`src/dmx5_consts.svh`:
```
`ifndef DMX5_CONSTS_SVH
`define DMX5_CONSTS_SVH

// ----------------------------------------------------------------
// Widths and clock
// ----------------------------------------------------------------
`define DMX5_AW          9
`define DMX5_DW          5
`define DMX5_CNT_W       11
`define DMX5_CLK_NS      8

// ----------------------------------------------------------------
// Memory timing, in ns unless named otherwise
// ----------------------------------------------------------------
`define DMX5_T_RCD_NS    30
`define DMX5_T_RAS_NS    150
`define DMX5_T_RASMAX_NS 10000
`define DMX5_T_CAS_NS    75
`define DMX5_T_CAC_NS    75
`define DMX5_T_RP_NS     100
`define DMX5_T_CSR_NS    30
`define DMX5_T_CP_NS     60
`define DMX5_T_WP_NS     45
`define DMX5_T_CWL_NS    45
`define DMX5_T_REF_MS    4
`define DMX5_REF_ROWS    256
`define DMX5_T_PAUSE_US  200
`define DMX5_INIT_CYCLES 4'h8

// ----------------------------------------------------------------
// Controller policy
// ----------------------------------------------------------------
// Three filter stages plus the edge at which the filter output settles
`define DMX5_SYNC_LAT    4
`define DMX5_PAGE_MARGIN 64
`define DMX5_REF_WAIT    7'h40
`define DMX5_NIB_LAST    2'h3

`endif

```
`src/dmx5_pkg.sv`:
```
`include "dmx5_consts.svh"

package dmx5_pkg;

  typedef enum logic [1:0] {DMX5_OP_READ, DMX5_OP_WRITE, DMX5_OP_RMW} dmx5_op_t;

  typedef struct packed {
    dmx5_op_t              op;
    logic [`DMX5_AW-1:0]   row;
    logic [`DMX5_AW-1:0]   col;
    logic [`DMX5_DW-1:0]   wdata;
  } dmx5_req_t;

  typedef struct packed {
    logic                  ras_n;
    logic                  cas_n;
    logic                  we_n;
    logic [`DMX5_AW-1:0]   mux_address_pins;
    logic [`DMX5_DW-1:0]   data_input_bits;
  } dmx5_pins_t;

endpackage : dmx5_pkg

```
`src/dmx5_ctrl.sv`:
```
`timescale 1ns/1ns
`include "dmx5_consts.svh"

module dmx5_ctrl #(
  parameter int P_PAUSE_CYC = (`DMX5_T_PAUSE_US * 1000) / `DMX5_CLK_NS
) (
  // Clock and reset
  input  wire logic                 i_mclk,
  input  wire logic                 i_reset,
  // User requests
  input  wire logic                 i_req_valid,
  input  wire dmx5_pkg::dmx5_req_t  i_req,
  output logic                      o_req_ready,
  // Read answers
  output logic                      o_rd_valid,
  output logic [`DMX5_DW-1:0]       o_rd_data,
  // Mode and status
  input  wire logic                 i_ras_only_ref,
  input  wire logic                 i_hidden_ref,
  input  wire logic                 i_nibble_mode,
  output logic                      o_init_done,
  // Memory module pins
  output dmx5_pkg::dmx5_pins_t      o_dram,
  input  wire logic [`DMX5_DW-1:0]  i_data_output_bits
);

  typedef logic [`DMX5_CNT_W-1:0] dmx5_cnt_t;

  function automatic dmx5_cnt_t ns2cyc(input int unsigned ns);
    int unsigned c;
    c = (ns + `DMX5_CLK_NS - 1) / `DMX5_CLK_NS;
    if (c == 0)
      c = 1;
    return dmx5_cnt_t'(c);
  endfunction : ns2cyc

  function automatic dmx5_cnt_t max_cyc(input dmx5_cnt_t a, input dmx5_cnt_t b);
    return (a > b) ? a : b;
  endfunction : max_cyc

  function automatic logic [1:0] nib_next(input logic [1:0] p);
    return 2'(p + 2'h1);
  endfunction : nib_next

  localparam dmx5_cnt_t C_RCD    = ns2cyc(`DMX5_T_RCD_NS);
  localparam dmx5_cnt_t C_RAS    = ns2cyc(`DMX5_T_RAS_NS);
  localparam dmx5_cnt_t C_RASMAX = dmx5_cnt_t'(`DMX5_T_RASMAX_NS / `DMX5_CLK_NS);
  localparam dmx5_cnt_t C_CAS    = ns2cyc(`DMX5_T_CAS_NS);
  localparam dmx5_cnt_t C_RP     = ns2cyc(`DMX5_T_RP_NS);
  localparam dmx5_cnt_t C_CSR    = ns2cyc(`DMX5_T_CSR_NS);
  localparam dmx5_cnt_t C_CP     = ns2cyc(`DMX5_T_CP_NS);
  localparam dmx5_cnt_t C_ACC    = dmx5_cnt_t'(ns2cyc(`DMX5_T_CAC_NS) + `DMX5_SYNC_LAT);
  localparam dmx5_cnt_t C_RDCAS  = max_cyc(C_CAS, C_ACC);
  localparam dmx5_cnt_t C_WRP    = max_cyc(ns2cyc(`DMX5_T_WP_NS), ns2cyc(`DMX5_T_CWL_NS));
  localparam dmx5_cnt_t C_REF    = dmx5_cnt_t'((`DMX5_T_REF_MS * 1000000) / (`DMX5_REF_ROWS * `DMX5_CLK_NS));
  localparam dmx5_cnt_t C_PAGE   = dmx5_cnt_t'(C_RASMAX - `DMX5_PAGE_MARGIN);

  typedef enum logic [3:0] {
    ST_PAUSE, ST_IDLE, ST_RSET, ST_RAS, ST_CSET, ST_CAS, ST_WRP, ST_CHI,
    ST_CBR_CSR, ST_CBR_RAS, ST_HID_PRE, ST_HID_RAS, ST_PRE
  } dmx5_state_t;

  dmx5_state_t          st_q, st_d;
  dmx5_cnt_t            tmr_q, tmr_d;
  dmx5_cnt_t            ras_cnt_q, ras_hi_q, cas_lo_q, ref_div_q;
  logic [14:0]          pause_q;
  logic                 pause_done_q;
  logic [3:0]           init_left_q;
  logic                 ref_pend_q, ro_q, cbr_q;
  logic [7:0]           ref_row_q;
  logic [1:0]           burst_q;
  logic [6:0]           pend_age_q;
  logic [3:0]           cbr_seen_q;
  dmx5_pkg::dmx5_req_t  req_q;
  dmx5_pkg::dmx5_pins_t dram_d;
  logic [`DMX5_DW-1:0]  q_sync;

  // ----------------------------------------------------------------
  // Decode
  // ----------------------------------------------------------------
  wire                  tmr_zero  = (tmr_q == '0);
  wire                  ras_met   = (ras_cnt_q >= dmx5_cnt_t'(C_RAS - 1));
  wire                  pause_end = (pause_q == 15'(P_PAUSE_CYC - 1));
  wire                  ref_tick  = pause_done_q && (ref_div_q == dmx5_cnt_t'(C_REF - 1));
  wire                  rd_op     = (req_q.op != dmx5_pkg::DMX5_OP_WRITE);
  wire                  same_row  = (i_req.row == req_q.row);
  // Nibble partner must share all but the top bit pair and come next in order
  wire                  nib_seq   = ({i_req.col[8], i_req.row[8]} == nib_next({req_q.col[8], req_q.row[8]}))
                                    && (i_req.row[7:0] == req_q.row[7:0]) && (i_req.col[7:0] == req_q.col[7:0])
                                    && (burst_q != `DMX5_NIB_LAST);
  wire                  cont_ok   = !ref_pend_q && (ras_cnt_q < C_PAGE)
                                    && (i_nibble_mode ? nib_seq : same_row);
  assign o_init_done = pause_done_q && (init_left_q == '0);
  assign o_req_ready = o_init_done && !ref_pend_q
                       && ((st_q == ST_IDLE) || ((st_q == ST_CHI) && tmr_zero && cont_ok));
  wire                  req_fire  = i_req_valid && o_req_ready;
  wire                  rd_cap    = (st_q == ST_CAS) && tmr_zero && rd_op;
  // First cycle of a row strobe low with the column strobe already low
  wire                  cbr_fall  = !o_dram.ras_n && !o_dram.cas_n && (ras_hi_q != '0);

  // ----------------------------------------------------------------
  // Sequencer
  // ----------------------------------------------------------------
  always_comb
  begin
    st_d  = st_q;
    tmr_d = tmr_zero ? '0 : dmx5_cnt_t'(tmr_q - 1);
    unique case (st_q)
      ST_PAUSE:   if (pause_end) st_d = ST_IDLE;
      ST_IDLE:
      begin
        if ((init_left_q != '0) || (ref_pend_q && !i_ras_only_ref))
        begin
          st_d  = ST_CBR_CSR;
          tmr_d = dmx5_cnt_t'(C_CSR - 1);
        end
        else if (ref_pend_q || req_fire)
        begin
          st_d  = ST_RSET;
          tmr_d = '0;
        end
      end
      ST_RSET:
      begin
        st_d  = ST_RAS;
        tmr_d = dmx5_cnt_t'(C_RCD - 1);
      end
      ST_RAS:
      begin
        if (ro_q ? ras_met : tmr_zero)
        begin
          st_d  = ro_q ? ST_PRE : ST_CSET;
          tmr_d = ro_q ? dmx5_cnt_t'(C_RP - 1) : '0;
        end
      end
      ST_CSET:
      begin
        st_d  = ST_CAS;
        tmr_d = rd_op ? dmx5_cnt_t'(C_RDCAS - 1) : dmx5_cnt_t'(C_CAS - 1);
      end
      ST_CAS:
      begin
        if (tmr_zero)
        begin
          if (req_q.op == dmx5_pkg::DMX5_OP_RMW)
          begin
            st_d  = ST_WRP;
            tmr_d = dmx5_cnt_t'(C_WRP - 1);
          end
          // The row must have met its low time before the strobe may rise for the hidden cycle
          else if (rd_op && i_hidden_ref && ref_pend_q && ras_met)
          begin
            st_d  = ST_HID_PRE;
            tmr_d = dmx5_cnt_t'(C_RP - 1);
          end
          else
          begin
            st_d  = ST_CHI;
            tmr_d = dmx5_cnt_t'(C_CP - 1);
          end
        end
      end
      ST_WRP:
      begin
        if (tmr_zero)
        begin
          st_d  = ST_CHI;
          tmr_d = dmx5_cnt_t'(C_CP - 1);
        end
      end
      ST_CHI:
      begin
        if (tmr_zero && req_fire)
          st_d = ST_CSET;
        else if (tmr_zero && ras_met)
        begin
          st_d  = ST_PRE;
          tmr_d = dmx5_cnt_t'(C_RP - 1);
        end
      end
      ST_CBR_CSR: if (tmr_zero) st_d = ST_CBR_RAS;
      ST_HID_PRE: if (tmr_zero) st_d = ST_HID_RAS;
      ST_CBR_RAS, ST_HID_RAS:
      begin
        if (ras_met)
        begin
          st_d  = ST_PRE;
          tmr_d = dmx5_cnt_t'(C_RP - 1);
        end
      end
      ST_PRE:
      begin
        if (tmr_zero)
          st_d = (cbr_q && (init_left_q != '0)) ? ST_CBR_RAS : ST_IDLE;
      end
    endcase
  end

  wire        enter     = (st_d != st_q);
  wire        ro_start  = (st_q == ST_IDLE) && (st_d == ST_RSET) && ref_pend_q;
  wire        ref_start = ro_start || (enter && ((st_d == ST_CBR_CSR) || (st_d == ST_HID_PRE)));
  wire        ro_d      = ro_start ? 1'b1 : ((st_q == ST_IDLE) ? 1'b0 : ro_q);
  wire        cbr_d     = (st_d == ST_CBR_CSR) || (st_d == ST_CBR_RAS) || ((st_d == ST_PRE) && cbr_q);
  wire [3:0]  init_d    = (pause_end && !pause_done_q) ? `DMX5_INIT_CYCLES
                          : ((enter && (st_d == ST_CBR_RAS) && (init_left_q != '0)) ? 4'(init_left_q - 4'h1)
                          : init_left_q);
  wire [7:0]  ref_row_d = ro_start ? 8'(ref_row_q + 8'h01) : ref_row_q;
  wire dmx5_pkg::dmx5_req_t req_d = req_fire ? i_req : req_q;

  // ----------------------------------------------------------------
  // Pin decode, registered below
  // ----------------------------------------------------------------
  // One module only, so the column strobe needs no decode here
  wire ras_lo = (st_d inside {ST_RAS, ST_CSET, ST_CAS, ST_WRP, ST_CHI, ST_CBR_RAS, ST_HID_RAS});
  wire cas_lo = (st_d inside {ST_CAS, ST_WRP, ST_CBR_CSR, ST_CBR_RAS, ST_HID_PRE, ST_HID_RAS})
                || ((st_d == ST_PRE) && cbr_d && (init_d != '0));
  // Early write drops write control one cycle ahead of the column strobe
  wire we_lo  = ((st_d inside {ST_CSET, ST_CAS}) && (req_d.op == dmx5_pkg::DMX5_OP_WRITE)) || (st_d == ST_WRP);
  // Row bits in row states, refresh row on the low eight pins
  wire [`DMX5_AW-1:0] addr_d = (st_d inside {ST_RSET, ST_RAS})
                               ? (ro_d ? {1'b0, ref_row_d} : req_d.row) : req_d.col;
  assign dram_d = '{ras_n: !ras_lo, cas_n: !cas_lo, we_n: !we_lo,
                    mux_address_pins: addr_d, data_input_bits: req_d.wdata};

  // ----------------------------------------------------------------
  // State
  // ----------------------------------------------------------------
  always_ff @(posedge i_mclk)
  begin
    if (i_reset)
    begin
      st_q   <= ST_PAUSE;
      tmr_q  <= '0;
      req_q  <= '0;
      o_dram <= '{ras_n: 1'b1, cas_n: 1'b1, we_n: 1'b1, default: '0};
    end
    else
    begin
      st_q   <= st_d;
      tmr_q  <= tmr_d;
      req_q  <= req_d;
      o_dram <= dram_d;
    end
  end

  always_ff @(posedge i_mclk)
  begin
    if (i_reset)
    begin
      pause_q      <= '0;
      pause_done_q <= 1'b0;
      init_left_q  <= '0;
      ro_q         <= 1'b0;
      cbr_q        <= 1'b0;
      ref_row_q    <= '0;
      burst_q      <= '0;
    end
    else
    begin
      pause_q      <= pause_done_q ? pause_q : 15'(pause_q + 15'h0001);
      pause_done_q <= pause_done_q || pause_end;
      init_left_q  <= init_d;
      ro_q         <= ro_d;
      cbr_q        <= cbr_d;
      ref_row_q    <= ref_row_d;
      burst_q      <= (st_d == ST_RSET) ? 2'h0 : ((enter && (st_q == ST_CHI) && (st_d == ST_CSET)) ? 2'(burst_q + 2'h1)
                      : burst_q);
    end
  end

  // A new tick wins over the clearing start of a refresh
  always_ff @(posedge i_mclk)
  begin
    if (i_reset)
    begin
      ref_div_q  <= '0;
      ref_pend_q <= 1'b0;
    end
    else
    begin
      ref_div_q  <= (ref_tick || !pause_done_q) ? '0 : dmx5_cnt_t'(ref_div_q + 1);
      ref_pend_q <= ref_tick || (ref_pend_q && !ref_start);
    end
  end

  // Pin-level time counters, refresh wait age and CBR fall count; the timing checks read them too
  always_ff @(posedge i_mclk)
  begin
    if (i_reset)
    begin
      ras_cnt_q  <= '0;
      ras_hi_q   <= '0;
      cas_lo_q   <= '0;
      pend_age_q <= '0;
      cbr_seen_q <= '0;
    end
    else
    begin
      cbr_seen_q <= (cbr_fall && (cbr_seen_q != '1)) ? 4'(cbr_seen_q + 4'h1) : cbr_seen_q;
      ras_cnt_q  <= o_dram.ras_n ? '0 : ((ras_cnt_q == '1) ? ras_cnt_q : dmx5_cnt_t'(ras_cnt_q + 1));
      ras_hi_q   <= !o_dram.ras_n ? '0 : ((ras_hi_q == '1) ? ras_hi_q : dmx5_cnt_t'(ras_hi_q + 1));
      cas_lo_q   <= o_dram.cas_n ? '0 : ((cas_lo_q == '1) ? cas_lo_q : dmx5_cnt_t'(cas_lo_q + 1));
      pend_age_q <= !ref_pend_q ? '0 : ((pend_age_q == '1) ? pend_age_q : 7'(pend_age_q + 7'h01));
    end
  end

  // ----------------------------------------------------------------
  // Read path
  // ----------------------------------------------------------------
  dmx5_sync3 u_qsync (
    .i_mclk  (i_mclk),
    .i_reset (i_reset),
    .i_async (i_data_output_bits),
    .o_sync  (q_sync)
  );

  always_ff @(posedge i_mclk)
  begin
    if (i_reset)
    begin
      o_rd_valid <= 1'b0;
      o_rd_data  <= '0;
    end
    else
    begin
      o_rd_valid <= rd_cap;
      o_rd_data  <= rd_cap ? q_sync : o_rd_data;
    end
  end
endmodule : dmx5_ctrl

```
`src/dmx5_sync3.sv`:
```
`timescale 1ns/1ns
`include "dmx5_consts.svh"

module dmx5_sync3 (
  // Clock and reset
  input  wire logic                i_mclk,
  input  wire logic                i_reset,
  // Asynchronous bits in, settled bits out
  input  wire logic [`DMX5_DW-1:0] i_async,
  output logic      [`DMX5_DW-1:0] o_sync
);

  logic [`DMX5_DW-1:0] s1_q;
  logic [`DMX5_DW-1:0] s2_q;
  logic [`DMX5_DW-1:0] s3_q;

  // A bit moves only once the last two stages agree, so a glitch is not taken
  always_ff @(posedge i_mclk)
  begin
    if (i_reset)
    begin
      s1_q   <= '0;
      s2_q   <= '0;
      s3_q   <= '0;
      o_sync <= '0;
    end
    else
    begin
      s1_q   <= i_async;
      s2_q   <= s1_q;
      s3_q   <= s2_q;
      o_sync <= (s2_q & s3_q) | (o_sync & (s2_q | s3_q));
    end
  end

endmodule : dmx5_sync3

```
`config.mk`:
```
export PLATFORM = sky130hd
export DESIGN_NAME = dmx5_ctrl
export DESIGN_NICKNAME = d
export VERILOG_FILES = /design/src/dmx5_pkg.sv /design/src/dmx5_ctrl.sv /design/src/dmx5_sync3.sv
export VERILOG_INCLUDE_DIRS = /design/src
export SDC_FILE = /design/constraint.sdc
export NUM_CORES = 1
export LEC_CHECK = 0
export BUFFER_PORTS_ARGS = -buffer_cell sky130_fd_sc_hd__buf_2
export CORE_MARGIN = 2
export CORE_UTILIZATION = 54
export DETAILED_ROUTE_END_ITERATION = 10
export GPL_TIMING_DRIVEN = 0
export PLACE_DENSITY = 0.74
export SLEW_MARGIN = 25
export SYNTH_ARGS = -nofsm -noshare
export SYNTH_HDL_FRONTEND = slang
export SYNTH_HIERARCHICAL = 1
export SYNTH_SLANG_ARGS = --single-unit
```
`constraint.sdc`:
```
create_clock -name i_mclk -period 4.84 [get_ports i_mclk]
set_clock_uncertainty 0.1 [all_clocks]
set_input_delay 0.484 -clock i_mclk [delete_from_list [all_inputs] [get_ports i_mclk]]
set_output_delay 0.484 -clock i_mclk [all_outputs]
set_load 0.05 [all_outputs]
```
==> reports/metrics.yaml <==
clock_tree:
  htree_levels: 4
  root_buffer: "clkbuf_16"
  clk_pin_slew_ps: 60
  clk_latency_ps: 420
  hold_buffers: 0
  post_cts_resized: 0
  cts_sinks: 133
  cts_buffer_depth: 2
  numCtsBuffers: 17
  cts_tree: "yes"
  cts_setup_buffers: 0
route:
  drt_iter0_drc: 350
  firstDrtPassIters: 7
  drtAntennaViolNets: 0
  wire_per_inst_um: 16.9
  viasPerCell: 5.75
  via_count: 5560
  drc: 0
  wl_um: 16400
global_route:
  grt_start_max_net_pins: 17
  grt_first_pass_wirelength_um: 26800
  overflow: 0
  grt.total_usage: 0.265
  grt_pass1_vias: 5497
  antenna_found_initial: 0
synthesis:
  yosys.area.top_type_share: 0.412
  synth_enable_flop_cells: 0
  syn_area_um2: 6470
  synth_top_cell_by_area: "dfxtp_1"
  synthTopCellsByArea: "dfxtp_1, mux2i_1, nor2_1"
  yosys_warnings: 6
  ys_ff_latch: 133
  seq_area_frac_synth: 0.412
  synth-async-reset-ratio: 0
  dominantRegCellSynth: "dfxtp_1"
  synth_area_per_cell_um2: 8.83
  synth_cell_types: 74
  synth_fp_nets: 779
  syn_inst: 732
worst_setup_path:
  crit_path_start_kind: "flip-flop"
  critPathMaxStageDelay_ps: 660
  critPathSlowestCell: "buf_1"
  crit_required_ps: 5090
  crit_family: "buffers and inverters"
  rrSetupSlack_ps: 770
  worstPathArrival_ps: 4320
  critPathMaxFanout: 10
  critPathKind: "flip-flop to flip-flop"
  cp_common_cell: "nand3_1"
  end_kind: "flip-flop"
  path_cells: "inv_1 > ha_1 > nor4b_1 > nand3_1 > clkbuf_1 > a21oi_1 > nand3_1 > a21oi_1 > buf_2 > buf_1 > o21ai_0 > mux2_2 > nand3_1"
  critPathBufInv: 4
finish:
  fin_nets: 858
  drive_gt1_frac: 0.169
  layout_commonest_cell: "dfxtp_1"
  multi_input_area_um2: 3540
  regArea_um2: 2660
  area_growth_pct: 16.2
  diodes: 0
  layout_common_cells: "dfxtp_1, nor2_1, buf_2"
  nFillCells: 990
power:
  powerDensity_nw_per_um2: 463
  ir_worst_vdd_mv: 0.328
  leakagePower_nw: 2.81
sta:
  setup_viol: 0
  slew_violations: 0
  worst_pin_slew_ps: 1040
  relSlewSlack: 0.299
  setup_slack_ps: 773
  rsz0062_at_grt: "no"
  timing.fmax_mhz: 246
  period_needed_ps: 4070
  finalHoldViolations: 0
  fin_crit_sh: 0.840
  fin_setup_tns_ps: 0
die:
  chipWidth_um: 113
  core_area_um2: 11600
  initial_core_util: 0.559
  io_pins: 61
  die_area_um2: 12900
  row_count: 39
  die_y_um: 113
run_status:
  status: "completed"
placement:
  gp_congestion: 0.933
  port_buffers: 60
  place_ws_ps: 865
  dp_hpwl_um: 11900
job:
  cap_violations: 0
min_path:
  worstHoldPathType: "input port to flip-flop"
logic make-up after synthesis:
kind of cell,synth area share
DFF,0.412
AOI/OAI and AO/OA,0.135
muxes,0.0668
buffers and inverters,0.0422
xor gates and xnor gates,0.0894
and+or+nand+nor,0.233
adders and majority gates,0.0213
where the power goes:
part	switching (mW)	total [mW]	internal, mW
registers	0.0624	1.23	1.17
logic	0.648	1.03	0.386
clock network	0.538	1.22	0.678
final cells by class:
class                   count  area share
inverters                  20     0.00999
flip-flops and latches    133       0.354
repair buffers             60      0.0400
multi-input cells         540       0.471
well taps                 143      0.0238
clock buffers              17      0.0566
clock inverters            15      0.0185
plain buffers              39      0.0263
final timing paths:
kind / from / end / cells after the start
min: i_data_output_bits[0] / u_qsync/s1_q[0] / 2
min reg2reg: u_qsync/s1_q[1] / u_qsync/s2_q[1] / 1
max reg2reg: tmr_q[0] / o_dram[14] / 13
max: tmr_q[0] / o_dram[14] / 13
sequential cells by signal, summed over array words and instances (netlist names), 4 cells and up:
signal          count
ras_cnt_q          11
tmr_q              11
u_qsync/s2_q        5
init_left_q         4
u_qsync/o_sync      5
st_q                4
u_qsync/s1_q        5
req_q              25
ref_row_q           8
u_qsync/s3_q        5
pause_q            15
o_dram             12
ref_div_q          11
o_rd_data           5
synth_stat cells, types with 3 or more instances:
cell	instances
dfxtp_1	133
nor2_1	111
nand2_1	48
mux2i_1	42
xnor2_1	39
a21oi_1	30
nand3_1	30
o21ai_0	29
xor2_1	27
clkbuf_1	24
inv_1	18
nand4_1	14
nor2b_2	13
ha_1	11
nor3_1	11
a22o_1	10
and3_1	9
a211oi_1	7
nor4_1	7
o211ai_1	7
and2_1	6
buf_4	6
nor2b_1	6
a31oi_1	5
buf_2	5
nand2b_1	5
or3_1	5
nor3b_1	4
or2_2	4
a21o_1	3
buf_6	3
nor4b_1	3
o41ai_1	3
or4_1	3
per-layer routing:
| layer | part of all wire | GRT usage | up-vias |
|---|---|---|---|
| li1 | - | - | 2726 |
| met1 | 0.45 | 0.340 | 2655 |
| met2 | 0.48 | 0.442 | 154 |
| met3 | 0.050 | 0.0574 | 25 |
| met4 | 0.019 | 0.0984 | 0 |
| met5 | 0 | 0 | - |
metrics by stage:
stage | power (mW) | cells | instance area, µm² | hold slack [ps] | utilization
after floorplan | 2.01 | 732 | 6470 | 314 | -
after global routing | 3.66 | 967 | 7520 | 175 | 0.650
after CTS | 3.48 | 967 | 7520 | 156 | 0.650
after detailed placement | 2.26 | 935 | 6950 | 324 | 0.601
after global placement | 2.25 | 935 | 6950 | 316 | 0.601
final | 3.48 | 967 | 7520 | 175 | 0.650
(Power assumes the default switching activity.)
